<file path="src/twsch_pkg.sv">
// package: register map, field layout, timing and states of the two-wire slave
package twsch_pkg;
   // register byte offsets
   localparam logic [7:0] OFS_DATA = 8'h00;
   localparam logic [7:0] OFS_LEVEL = 8'h04;
   localparam logic [7:0] OFS_CMD = 8'h08;
   localparam logic [7:0] OFS_CFG = 8'h0C;
   localparam logic [7:0] OFS_STAT = 8'h10;
   localparam logic [7:0] OFS_MASK = 8'h14;
   localparam logic [2:0] HSIZE_WORD = 3'h2;
   // slave_config fields
   localparam int CFG_ADDR_LSB = 9;
   localparam int CFG_TX4 = 4;
   localparam int CFG_EXT_OFF = 3;
   localparam int CFG_LOW_OFF = 2;
   localparam int CFG_NACK_SEL = 1;
   localparam int CFG_HS_OFF = 0;
   localparam logic [15:0] CFG_RESET = 16'h1600;
   localparam logic [15:0] CFG_WMASK = 16'hFE1F;
   // slave_command_latch and slave_fifo_level fields
   localparam int CMD_BUSY_BIT = 8;
   localparam int LVL_TX_LSB = 4;
   // slave_irq_status bits
   localparam int IRQ_RX_FULL = 0;
   localparam int IRQ_RX_EMPTY = 1;
   localparam int IRQ_RX_BYTE = 2;
   localparam int IRQ_CMD = 3;
   localparam int IRQ_TX_FULL = 4;
   localparam int IRQ_TX_EMPTY = 5;
   localparam int IRQ_TX_BYTE = 6;
   localparam int IRQ_START = 7;
   localparam int IRQ_RESTART_W = 8;
   localparam int IRQ_RESTART_R = 9;
   localparam int IRQ_STOP = 10;
   localparam int IRQ_TIMEOUT = 11;
   localparam int IRQ_N = 12;
   localparam logic [11:0] IRQ_EDGE = 12'hFDE;
   // buffers and bytes
   localparam int FIFO_DEPTH = 8;
   localparam logic [3:0] BYTE_BITS = 4'h8;
   localparam logic [3:0] LAST_BIT = 4'h7;
   // timing
   localparam int CLK_KHZ = 100000;
   localparam int CLK_NS = 10;
   localparam int EXT_LIMIT_MS = 15;
   localparam int LOW_LIMIT_MS = 30;
   localparam int EXT_LIMIT_CYC = EXT_LIMIT_MS * CLK_KHZ;
   localparam int LOW_LIMIT_CYC = LOW_LIMIT_MS * CLK_KHZ;
   localparam int LONG_FACTOR = 4;
   localparam int TO_W = 24;
   localparam int REL_DELAY_NS = 1000;
   localparam logic [7:0] REL_LAST = 8'(REL_DELAY_NS / CLK_NS - 1);
   // bus engine states
   typedef enum logic [9:0] {
      ST_IDLE = 10'h001,
      ST_ADDR = 10'h002,
      ST_AACK = 10'h004,
      ST_RX = 10'h008,
      ST_RDEC = 10'h010,
      ST_RACK = 10'h020,
      ST_TDEC = 10'h040,
      ST_TX = 10'h080,
      ST_TACK = 10'h100,
      ST_TOUT = 10'h200
   } twsch_state_t;
endpackage : twsch_pkg

</file>
<file path="src/twsch_fifo_if.sv">
// interface: signals between the bus engine and one byte queue
`timescale 1ns/1ps
interface twsch_fifo_if #(parameter int W = 8, parameter int AW = 3);
   logic push;
   logic pop;
   logic flush;
   logic full;
   logic empty;
   logic [W-1:0] pushData;
   logic [W-1:0] popData;
   logic [AW:0] level;
   modport mem (input push, pop, flush, pushData, output popData, level, full, empty);
   modport user (output push, pop, flush, pushData, input popData, level, full, empty);
endinterface : twsch_fifo_if

</file>
<file path="src/twsch_fifo.sv">
// byte queue with registered read data
`timescale 1ns/1ps
module twsch_fifo #(
   parameter int W = 8,
   parameter int DEPTH = 8,
   parameter int AW = 3
) (
   input wire logic clock,
   input wire logic srst,
   twsch_fifo_if.mem port
);
   import twsch_pkg::*;

   typedef struct packed {
      logic [DEPTH-1:0][W-1:0] mem;
      logic [AW-1:0] wrPtr;
      logic [AW-1:0] rdPtr;
      logic [AW:0] count;
      logic [W-1:0] popData;
   } twsch_fifo_st_t;

   twsch_fifo_st_t r;
   twsch_fifo_st_t next_r;
   logic doPush;
   logic doPop;

   // push refused when full, pop refused when empty, flush wins
   always_comb begin
      next_r = r;
      doPush = port.push && !port.full;
      doPop = port.pop && !port.empty;
      if (port.flush) begin
         next_r.wrPtr = '0;
         next_r.rdPtr = '0;
         next_r.count = '0;
      end else begin
         if (doPush) begin
            next_r.mem[r.wrPtr] = port.pushData;
            next_r.wrPtr = r.wrPtr + 1'b1;
         end
         if (doPop) begin
            next_r.popData = r.mem[r.rdPtr];
            next_r.rdPtr = r.rdPtr + 1'b1;
         end
         next_r.count = r.count + (AW+1)'(doPush) - (AW+1)'(doPop);
      end
   end

   always_ff @(posedge clock) begin
      if (srst) begin
         r <= '0;
      end else begin
         r <= next_r;
      end
   end

   // status flags from the count
   assign port.full = (r.count == (AW+1)'(DEPTH));
   assign port.empty = (r.count == '0);
   assign port.level = r.count;
   assign port.popData = r.popData;
endmodule : twsch_fifo

</file>
<file path="src/twsch_top.sv">
// two-wire slave: AHB-Lite registers, bus engine, command handshake, timeouts
`timescale 1ns/1ps
// How it works
// - address in bits 15:9, 8:5 read zero
// - bit 4 lengthens both timeouts fourfold
// - bit 3 disables the extend timeout
// - bit 2 disables the clock-low timeout
// - busy latch, stretch mode: hold SCL low
// - busy latch, nack mode: refuse command byte
// - bit 0 set accepts every command byte
// - stretching and acking done by hardware alone
// - hardware handles both bus timeouts itself
// - first write byte after a non-repeated start address is command
// - command byte stays readable by software
// - handshake off: always store and ack
// - handshake on: accepted command sets busy
// - command latch write clears busy, unless a command is taken that cycle
// - events in status register, gated by mask
// - data port and fifo level registers
// - eight byte receive and transmit queues
// - accepted command flushes both queues
// - clock-low counter, release SCL then SDA
// - extend counter counts own stretching only
module twsch_top #(
   parameter int EXT_CYCLES = twsch_pkg::EXT_LIMIT_CYC,
   parameter int LOW_CYCLES = twsch_pkg::LOW_LIMIT_CYC,
   parameter int FIFO_DEPTH = twsch_pkg::FIFO_DEPTH
) (
   input wire logic clock,
   input wire logic srst,
   input wire logic hsel,
   input wire logic [31:0] haddr,
   input wire logic [1:0] htrans,
   input wire logic hwrite,
   input wire logic [2:0] hsize,
   input wire logic [31:0] hwdata,
   input wire logic hready,
   output logic hreadyout,
   output logic hresp,
   output logic [31:0] hrdata,
   input wire logic sclIn,
   output logic sclOut,
   output logic sclOe,
   input wire logic sdaIn,
   output logic sdaOut,
   output logic sdaOe,
   output logic irq
);
   import twsch_pkg::*;

   localparam int AW = $clog2(FIFO_DEPTH);

   typedef struct packed {
      logic [1:0] sclSy;
      logic [1:0] sdaSy;
      logic sclP;
      logic sdaP;
      twsch_state_t st;
      logic [7:0] shift;
      logic [3:0] bitCnt;
      logic rw;
      logic rep;
      logic active;
      logic cmdNext;
      logic acked;
      logic loaded;
      logic [7:0] cmd;
      logic busy;
      logic [15:0] cfg;
      logic [IRQ_N-1:0] irqStat;
      logic [IRQ_N-1:0] irqMask;
      logic rxEmptyP;
      logic txFullP;
      logic [TO_W-1:0] lowCnt;
      logic [TO_W-1:0] extCnt;
      logic lowFired;
      logic [7:0] relCnt;
      logic aPend;
      logic aWrite;
      logic [7:0] aAddr;
      logic readyOut;
      logic [31:0] rdata;
      logic sclOe;
      logic sdaOe;
      logic irq;
   } twsch_reg_t;

   twsch_reg_t r;
   twsch_reg_t next_r;

   logic sclS, sdaS, rise, fall, evStart, evStop;
   logic hsOff, nackSel, lowFire, extFire, toHit, abortNow, cmdTake, aTake;
   logic [TO_W-1:0] lowLim, extLim;
   logic rxPush, txPush, txPop, flushAll;
   logic [IRQ_N-1:0] evt;

   twsch_fifo_if #(.W(8), .AW(AW)) rxIf ();
   twsch_fifo_if #(.W(8), .AW(AW)) txIf ();

   twsch_fifo #(.W(8), .DEPTH(FIFO_DEPTH), .AW(AW)) rxFifo (
      .clock(clock),
      .srst(srst),
      .port(rxIf)
   );
   twsch_fifo #(.W(8), .DEPTH(FIFO_DEPTH), .AW(AW)) txFifo (
      .clock(clock),
      .srst(srst),
      .port(txIf)
   );

   // word register select on the low address byte
   function automatic logic isReg(input logic [7:0] addr, input logic [7:0] ofs);
      return addr == ofs;
   endfunction : isReg

   // timeout limit, fourfold when lengthened
   function automatic logic [TO_W-1:0] limitFor(input int base, input logic long4);
      return long4 ? TO_W'(base * LONG_FACTOR) : TO_W'(base);
   endfunction : limitFor

   // bus conditions seen through the synchronisers
   assign sclS = r.sclSy[1];
   assign sdaS = r.sdaSy[1];
   assign rise = sclS && !r.sclP;
   assign fall = !sclS && r.sclP;
   assign evStart = sclS && r.sclP && r.sdaP && !sdaS;
   assign evStop = sclS && r.sclP && !r.sdaP && sdaS;

   // configuration decode and timeout detection
   assign hsOff = r.cfg[CFG_HS_OFF];
   assign nackSel = r.cfg[CFG_NACK_SEL];
   assign lowLim = limitFor(LOW_CYCLES, r.cfg[CFG_TX4]);
   assign extLim = limitFor(EXT_CYCLES, r.cfg[CFG_TX4]);
   assign lowFire = !r.cfg[CFG_LOW_OFF] && !sclS && (r.lowCnt >= lowLim) && !r.lowFired
      && (r.st != ST_IDLE) && (r.st != ST_TOUT);
   assign extFire = !r.cfg[CFG_EXT_OFF] && r.sclOe && (r.extCnt >= extLim);
   assign toHit = lowFire || extFire;
   assign abortNow = toHit || ((evStart || evStop) && (r.st != ST_TOUT));
   assign cmdTake = (r.st == ST_RDEC) && r.cmdNext && (hsOff || !r.busy) && !abortNow;

   // address phase taken only when idle and word sized
   assign aTake = hsel && htrans[1] && hready && r.readyOut && (hsize == HSIZE_WORD);

   // queue connections
   assign rxIf.push = rxPush;
   assign rxIf.pushData = r.shift;
   assign rxIf.pop = aTake && !hwrite && isReg(haddr[7:0], OFS_DATA);
   assign rxIf.flush = flushAll;
   assign txIf.push = txPush;
   assign txIf.pushData = hwdata[7:0];
   assign txIf.pop = txPop;
   assign txIf.flush = flushAll;

   // next state of the whole block
   always_comb begin
      next_r = r;
      rxPush = 1'b0;
      txPush = 1'b0;
      txPop = 1'b0;
      flushAll = 1'b0;
      evt = '0;
      next_r.sclSy = {r.sclSy[0], sclIn};
      next_r.sdaSy = {r.sdaSy[0], sdaIn};
      next_r.sclP = sclS;
      next_r.sdaP = sdaS;
      // register bus: one wait state per transfer
      next_r.readyOut = 1'b1;
      next_r.aPend = 1'b0;
      if (aTake) begin
         next_r.aPend = 1'b1;
         next_r.aWrite = hwrite;
         next_r.aAddr = haddr[7:0];
         next_r.readyOut = 1'b0;
      end
      if (r.aPend && r.aWrite) begin
         txPush = isReg(r.aAddr, OFS_DATA);
         if (isReg(r.aAddr, OFS_CMD)) next_r.busy = 1'b0;
         if (isReg(r.aAddr, OFS_CFG)) next_r.cfg = hwdata[15:0] & CFG_WMASK;
         if (isReg(r.aAddr, OFS_STAT)) begin
            next_r.irqStat = r.irqStat & (hwdata[IRQ_N-1:0] | ~IRQ_EDGE);
         end
         if (isReg(r.aAddr, OFS_MASK)) next_r.irqMask = hwdata[IRQ_N-1:0];
      end
      if (r.aPend && !r.aWrite) begin
         next_r.rdata = '0;
         if (isReg(r.aAddr, OFS_DATA)) next_r.rdata[7:0] = rxIf.popData;
         if (isReg(r.aAddr, OFS_LEVEL)) begin
            next_r.rdata[AW:0] = rxIf.level;
            next_r.rdata[LVL_TX_LSB +: AW+1] = txIf.level;
         end
         if (isReg(r.aAddr, OFS_CMD)) next_r.rdata[CMD_BUSY_BIT:0] = {r.busy, r.cmd};
         if (isReg(r.aAddr, OFS_CFG)) next_r.rdata[15:0] = r.cfg;
         if (isReg(r.aAddr, OFS_STAT)) next_r.rdata[IRQ_N-1:0] = r.irqStat;
         if (isReg(r.aAddr, OFS_MASK)) next_r.rdata[IRQ_N-1:0] = r.irqMask;
      end
      // clock-low counter runs while SCL low, extend counter while we hold it
      next_r.lowCnt = sclS ? '0 : ((r.lowCnt >= lowLim) ? r.lowCnt : r.lowCnt + 1'b1);
      if (sclS) next_r.lowFired = 1'b0;
      if (r.sclOe && (r.extCnt < extLim)) next_r.extCnt = r.extCnt + 1'b1;
      // shift in data bits on SCL rise
      if (rise && ((r.st == ST_ADDR) || (r.st == ST_RX))) begin
         next_r.shift = {r.shift[6:0], sdaS};
         next_r.bitCnt = r.bitCnt + 1'b1;
      end
      // bus engine
      if (toHit) begin
         next_r.st = ST_TOUT;
         next_r.relCnt = '0;
         next_r.active = 1'b0;
         next_r.cmdNext = 1'b0;
         next_r.lowFired = 1'b1;
         evt[IRQ_TIMEOUT] = 1'b1;
      end else if (evStart && (r.st != ST_TOUT)) begin
         next_r.st = ST_ADDR;
         next_r.bitCnt = '0;
         next_r.sdaOe = 1'b0;
         next_r.rep = r.active;
         if (!r.active) next_r.extCnt = '0;
      end else if (evStop && (r.st != ST_TOUT)) begin
         next_r.st = ST_IDLE;
         next_r.sdaOe = 1'b0;
         next_r.active = 1'b0;
         next_r.cmdNext = 1'b0;
         evt[IRQ_STOP] = r.active;
      end else begin
         unique case (r.st)
            ST_IDLE: begin
               next_r.sdaOe = 1'b0;
            end
            ST_ADDR: begin
               if (fall && (r.bitCnt == BYTE_BITS)) begin
                  if (r.shift[7:1] == r.cfg[CFG_ADDR_LSB +: 7]) begin
                     next_r.st = ST_AACK;
                     next_r.sdaOe = 1'b1;
                     next_r.active = 1'b1;
                     next_r.rw = r.shift[0];
                     next_r.cmdNext = !r.shift[0] && !r.rep;
                     evt[IRQ_START] = !r.rep;
                     evt[IRQ_RESTART_W] = r.rep && !r.shift[0];
                     evt[IRQ_RESTART_R] = r.rep && r.shift[0];
                  end else begin
                     next_r.st = ST_IDLE;
                  end
               end
            end
            ST_AACK: begin
               if (fall) begin
                  next_r.sdaOe = 1'b0;
                  next_r.bitCnt = '0;
                  next_r.loaded = 1'b0;
                  next_r.st = r.rw ? ST_TDEC : ST_RX;
               end
            end
            ST_RX: begin
               if (fall && (r.bitCnt == BYTE_BITS)) next_r.st = ST_RDEC;
            end
            ST_RDEC: begin
               if (r.cmdNext) begin
                  if (cmdTake) begin
                     next_r.cmd = r.shift;
                     next_r.busy = !hsOff;
                     next_r.cmdNext = 1'b0;
                     flushAll = 1'b1;
                     evt[IRQ_CMD] = 1'b1;
                     next_r.sdaOe = 1'b1;
                     next_r.st = ST_RACK;
                  end else if (!hsOff && nackSel) begin
                     next_r.st = ST_RACK;
                  end
               end else if (!rxIf.full) begin
                  rxPush = 1'b1;
                  evt[IRQ_RX_BYTE] = 1'b1;
                  next_r.sdaOe = 1'b1;
                  next_r.st = ST_RACK;
               end
            end
            ST_RACK: begin
               if (fall) begin
                  next_r.sdaOe = 1'b0;
                  next_r.bitCnt = '0;
                  next_r.st = ST_RX;
               end
            end
            ST_TDEC: begin
               if (!r.loaded) begin
                  txPop = !txIf.empty;
                  next_r.loaded = !txIf.empty;
               end else begin
                  next_r.shift = txIf.popData;
                  next_r.sdaOe = !txIf.popData[7];
                  next_r.bitCnt = '0;
                  next_r.loaded = 1'b0;
                  evt[IRQ_TX_BYTE] = 1'b1;
                  next_r.st = ST_TX;
               end
            end
            ST_TX: begin
               if (fall && (r.bitCnt == LAST_BIT)) begin
                  next_r.sdaOe = 1'b0;
                  next_r.st = ST_TACK;
               end else if (fall) begin
                  next_r.shift = {r.shift[6:0], 1'b0};
                  next_r.sdaOe = !r.shift[6];
                  next_r.bitCnt = r.bitCnt + 1'b1;
               end
            end
            ST_TACK: begin
               if (rise) next_r.acked = !sdaS;
               if (fall) next_r.st = r.acked ? ST_TDEC : ST_IDLE;
            end
            ST_TOUT: begin
               if (r.relCnt == REL_LAST) begin
                  next_r.sdaOe = 1'b0;
                  next_r.st = ST_IDLE;
               end else begin
                  next_r.relCnt = r.relCnt + 1'b1;
               end
            end
            default: begin
               next_r.st = ST_IDLE;
            end
         endcase
      end
      // hold SCL while deciding, and one cycle more so SDA settles first
      next_r.sclOe = (next_r.st == ST_RDEC) || (next_r.st == ST_TDEC)
         || (((r.st == ST_RDEC) || (r.st == ST_TDEC))
         && ((next_r.st == ST_RACK) || (next_r.st == ST_TX)));
      // status: edge bits sticky with set over clear, level bits live
      evt[IRQ_RX_EMPTY] = rxIf.empty && !r.rxEmptyP;
      evt[IRQ_TX_FULL] = txIf.full && !r.txFullP;
      next_r.rxEmptyP = rxIf.empty;
      next_r.txFullP = txIf.full;
      next_r.irqStat = next_r.irqStat | (evt & IRQ_EDGE);
      next_r.irqStat[IRQ_RX_FULL] = rxIf.full;
      next_r.irqStat[IRQ_TX_EMPTY] = txIf.empty;
      next_r.irq = |(r.irqStat & r.irqMask);
   end

   always_ff @(posedge clock) begin
      if (srst) begin
         r <= '0;
         r.sclSy <= 2'h3;
         r.sdaSy <= 2'h3;
         r.sclP <= 1'b1;
         r.sdaP <= 1'b1;
         r.st <= ST_IDLE;
         r.cfg <= CFG_RESET;
         r.readyOut <= 1'b1;
         r.rxEmptyP <= 1'b1;
      end else begin
         r <= next_r;
      end
   end

   // outputs straight from the state register or tied low
   assign hreadyout = r.readyOut;
   assign hresp = 1'b0;
   assign hrdata = r.rdata;
   assign sclOut = 1'b0;
   assign sdaOut = 1'b0;
   assign sclOe = r.sclOe;
   assign sdaOe = r.sdaOe;
   assign irq = r.irq;
endmodule : twsch_top

</file>
<file path="config.mk">
export PLATFORM = sky130hd
export DESIGN_NAME = twsch_top
export DESIGN_NICKNAME = d
export VERILOG_FILES = /design/src/twsch_pkg.sv /design/src/twsch_fifo_if.sv /design/src/twsch_fifo.sv /design/src/twsch_top.sv
export SDC_FILE = /design/constraint.sdc
export NUM_CORES = 1
export LEC_CHECK = 0
export BUFFER_PORTS_ARGS = -buffer_cell sky130_fd_sc_hd__buf_2
export CAP_MARGIN = 5
export CORE_UTILIZATION = 35
export CTS_CLUSTER_DIAMETER = 60
export DETAILED_ROUTE_END_ITERATION = 10
export MAX_ROUTING_LAYER = met4
export SYNTH_ARGS = -nofsm -noshare
export SYNTH_HDL_FRONTEND = slang
export SYNTH_SLANG_ARGS = --single-unit
</file>
<file path="constraint.sdc">
create_clock -name clock -period 5.43 [get_ports clock]
set_input_delay 0.8145 -clock clock [delete_from_list [all_inputs] [get_ports clock]]
set_output_delay 0.8145 -clock clock [all_outputs]
set_load 0.02 [all_outputs]
</file>
==> flow_metrics.py <==
metrics = {
    "logic_synthesis": {
        "synth_edf_count": 0,
        "avgSynthCellArea_sq_um": 9.150,
        "ys.flop_type": "dfxtp_1",
        "ys_seq_area_share_pct": 40.92,
        "synth_area_leaders": "dfxtp_1 41%, mux2i_1 10%, nor2_1 5.8%",
        "syn_inst": 1775,
        "async_flop_share_pct": 0,
        "syn_area_sq_um": 16240,
        "synth-seq-cells": 332,
        "synth_top_area_share_pct": 40.92,
        "synth.lib_cells_used.distinct": 78,
        "synth_top_area_cell": "dfxtp_1",
        "yosysWarningCount": 0,
    },
    "power": {
        "p_comb_share_pct": 2.5,
        "p_leak_uw": 0.007086,
        "ir_worst_vdd_mv": 0.2641,
        "p_clk_share_pct": 50.7,
        "powerDensity_nw_per_um2": 289.4,
        "intPower_uw": 4064,
        "finalPower_uw": 5233,
        "switchingPower_uw": 1169,
        "swShare_pct": 22.33,
        "p_seq_share_pct": 46.8,
    },
    "setup_path": {
        "crit_fanout": 14,
        "crit_top_cell": "buf_4",
        "r2r_slack_ns": 1.13,
        "critPathTopFamily": "compound AO/OA/AOI/OAI gates",
        "crit_type": "flop to flop",
        "reg2reg_depth": 11,
        "crit_buf_inv": 3,
        "crit_path_start_kind": "flop",
        "slowest_delay_ns": 0.78,
        "reg2reg_to": "txFifo.r[45]$_SDFFE_PP0P_",
        "cp-end-kind": "flop",
        "slowest_stage": "or4_1",
        "critPathArrivalTime_ns": 4.70,
        "critPathRequiredTime_ns": 5.83,
        "r2r_start": "r[133]$_SDFFE_PP0P_",
        "cp_cell_sequence": "inv_1, ha_1, and4b_1, nand2_1, o41a_1, a21boi_2, buf_4, nor3_1, buf_4, or4_1, mux2i_1",
    },
    "route": {
        "met2WireLength_microns": 19370,
        "antenna_left": 0,
        "wl_met3_microns": 2212,
        "wl_per_cell_microns": 17.26,
        "dr.pass1.iters": 5,
        "vias": 12774,
        "drtIter0Drc": 1048,
        "drc": 0,
        "wl_met1_microns": 18950,
        "routed.top_layer": "met4",
        "vias_per_cell": 5.345,
        "wl_microns": 41240,
    },
    "sta": {
        "period_needed_ns": 4.295,
        "fin_setup_tns_ns": 0,
        "setup_violations": 0,
        "slew_viol_final": 0,
        "rsz0062_at_grt": "no",
        "worst_slew_pin_slew_ns": 1.190,
        "slew_headroom_pct": 20.04,
        "max_freq_mhz": 232.8,
        "finalClockSkew_ns": 0.02891,
        "fin_crit_sh_pct": 79.10,
        "hold_viol": 0,
    },
    "clock_network": {
        "clkLatencyLatePin_ns": 0.56,
        "root_buffer": "clkbuf_16",
        "cts_resized": 0,
        "cts-htree-levels": 2,
        "cts_buffer_depth": 3,
        "holdBufCountCts": 0,
        "cts_buffers": 38,
        "cts_setup_buffers": 0,
        "path_clk_slew_ns": 0.06,
        "cts_sinks": 332,
        "cts_tree": "done",
    },
    "global_route": {
        "grt_pass1_vias": 12085,
        "grt_max_degree": 82,
        "grt_usage_pct": 17.95,
        "grt_pass1_wl_microns": 66280,
        "overflow": 0,
        "antenna_found_initial": 0,
    },
    "placed_design": {
        "io_buffers": 54,
        "dp_hpwl_microns": 28460,
        "placedCellCount": 2324,
        "gp_congestion": 0.9169,
    },
    "final_layout": {
        "fin_nets": 1889,
        "diodes": 0,
        "area_delta_synth_final_pct": 11.33,
        "drive_gt1_share_pct": 12.85,
        "layout.cells.non_filler": 2390,
    },
    "worst_hold_path": {
        "min_path_cells": 1,
        "hold_start": "next_r[187]$_SDFF_PP1_",
        "min_to": "next_r[183]$_SDFF_PP1_",
        "min_path_type": "flop to flop",
    },
    "floorplanning": {
        "ioPinCount": 115,
        "rows": 78,
        "die_w_microns": 217.4,
        "die_area_sq_um": 47270,
        "start_util_pct": 35.63,
        "die_y_microns": 217.4,
        "coreArea_sq_um": 45580,
    },
    "outcome": {
        "status": "completed",
    },
    "flow_run": {
        "cap_violations": 0,
    },
}
-- layout make-up --
class                           count  area [sq um]
Timing Repair Buffer               72         411.6
Multi-Input combinational cell   1275          8801
Tap cell                          600         750.7
Sequential cell                   332          6646
Clock buffer                       47          1025
Clock inverter                     19         277.8
Fill cell                        4500         27500
Inverter                           45         168.9
-- power by group through the flow --
stage | sequential, uW | clock (uW) | combinational (uW)
after floorplan | 2500 | 0 | 97.6
after global placement | 2500 | 0 | 129
after detailed placement | 2500 | 0 | 130
after CTS | 2450 | 2710 | 131
after global routing | 2450 | 2820 | 143
final | 2450 | 2650 | 131
-- stage by stage --
step / area (sq um) / hold WS [ns] / utilization, % / worst slack, ns
final: 18080 / 0.4095 / 39.67 / 1.135
after global routing: 18080 / 0.4399 / 39.67 / 0.6722
after CTS: 18080 / 0.4175 / 39.67 / 1.175
after detailed placement: 16780 / 0.4027 / 36.81 / 1.194
after global placement: 16780 / 0.4049 / 36.81 / 1.236
after floorplan: 16310 / 0.3895 / - / 1.469
-- kinds of logic (layout without fill, tap and decap cells) --
| group | Yosys count | count (layout) | share of synthesized area, % |
|---|---|---|---|
| XOR/XNOR | 71 | 71 | 3.829 |
| AO/OA/AOI/OAI | 226 | 226 | 9.445 |
| flip-flops | 332 | 332 | 40.92 |
| adder cells (fa/ha/maj) | 49 | 49 | 3.867 |
| buffers and inverters | 186 | 183 | 5.385 |
| multiplexers | 216 | 216 | 15.92 |
| other | 1 | 19 | 0.02309 |
| AND/OR/NAND/NOR | 694 | 694 | 20.60 |
-- how the worst max path moves through the flow --
| stage | slack [ns] | depth (start not counted) | to | from |
|---|---|---|---|---|
| CTS | 1.18 | 11 | txFifo.r[45]$_SDFFE_PP0P_ | r[133]$_SDFFE_PP0P_ |
| detailed placement | 1.19 | 11 | txFifo.r[47]$_SDFFE_PP0P_ | r[133]$_SDFFE_PP0P_ |
| finish | 1.13 | 11 | txFifo.r[45]$_SDFFE_PP0P_ | r[133]$_SDFFE_PP0P_ |
| global route | 0.67 | 9 | rxFifo.r[15]$_SDFFE_PP0P_ | r[133]$_SDFFE_PP0P_ |
| global placement | 1.24 | 15 | txFifo.port.level[2]$_SDFF_PP0_ | r[133]$_SDFFE_PP0P_ |
| floorplan | 1.47 | 16 | txFifo.port.level[2]$_SDFF_PP0_ | r[133]$_SDFFE_PP0P_ |
-- worst reg2reg max path: stages, from the launching register on --
cell	delay (ns)
dfxtp_1	0.32
inv_1	0.25
ha_1	0.41
and4b_1	0.21
nand2_1	0.08
o41a_1	0.51
a21boi_2	0.74
buf_4	0.33
nor3_1	0.07
buf_4	0.23
or4_1	0.78
mux2i_1	0.21
-- routing by layer --
layer  track usage, %  vias to the layer above
met4            3.967                        0
met1            23.59                     6239
met2            28.94                      324
met5                -                        -
met3            2.859                       56
li1                 -                     6155
-- synth_stat cells, types with 5 or more instances --
cell type,count
buf_4,38
o211ai_1,9
nand4_1,29
nand3_1,43
and3_1,12
dfxtp_1,332
mux4_2,32
buf_2,21
inv_1,44
o22ai_1,9
xnor2_1,49
nand2b_1,11
mux2i_1,165
buf_1,8
nand2_1,185
nor2b_1,15
nor2_1,250
or4_1,14
ha_1,47
and4_1,12
mux2_2,19
and2_1,6
a21oi_1,92
or2_2,11
nand4b_1,9
o21a_1,6
xor2_1,22
nor3_1,44
clkbuf_1,73
a221oi_1,8
a22o_1,5
a22oi_1,13
o21ai_0,33
a31oi_1,10
or3_1,10
nor4_1,19
-- cell usage in the layout (no fill, tap or decap), types with 12 or more instances in the layout --
master     netlist  layout
a21oi_1         92      92
and3_1          12      12
mux2i_1        165     165
nor2_1         250     250
nand4_1         29      29
o21ai_0         33      33
a22oi_1         13      13
dfxtp_1        332     332
xnor2_1         49      49
nor2b_1         15      15
clkbuf_16        0      38
mux4_2          32      32
xor2_1          22      22
buf_2           21      53
mux2_2          19      19
ha_1            47      47
and4_1          12      12
nor4_1          19      19
conb_1           1      19
or4_1           14      14
nand2_1        185     185
nor3_1          44      43
inv_1           44      44
buf_4           38      18
nand3_1         43      43
-- state kept, by name (all words and copies together), names as in the netlist --
| register | cells |
|---|---|
| rxIf.pushData | 8 |
| rxFifo.port.level | 4 |
| rxFifo.r | 70 |
| hsOff | 1 |
| txFifo.port.popData | 8 |
| sclOe | 1 |
| hrdata | 16 |
| rxFifo.port.popData | 8 |
| txFifo.port.level | 4 |
| irq | 1 |
| hreadyout | 1 |
| sdaOe | 1 |
| r | 134 |
| nackSel | 1 |
| txFifo.r | 70 |
| next_r | 4 |
No activity file was read; power rests on OpenSTA's default activity.
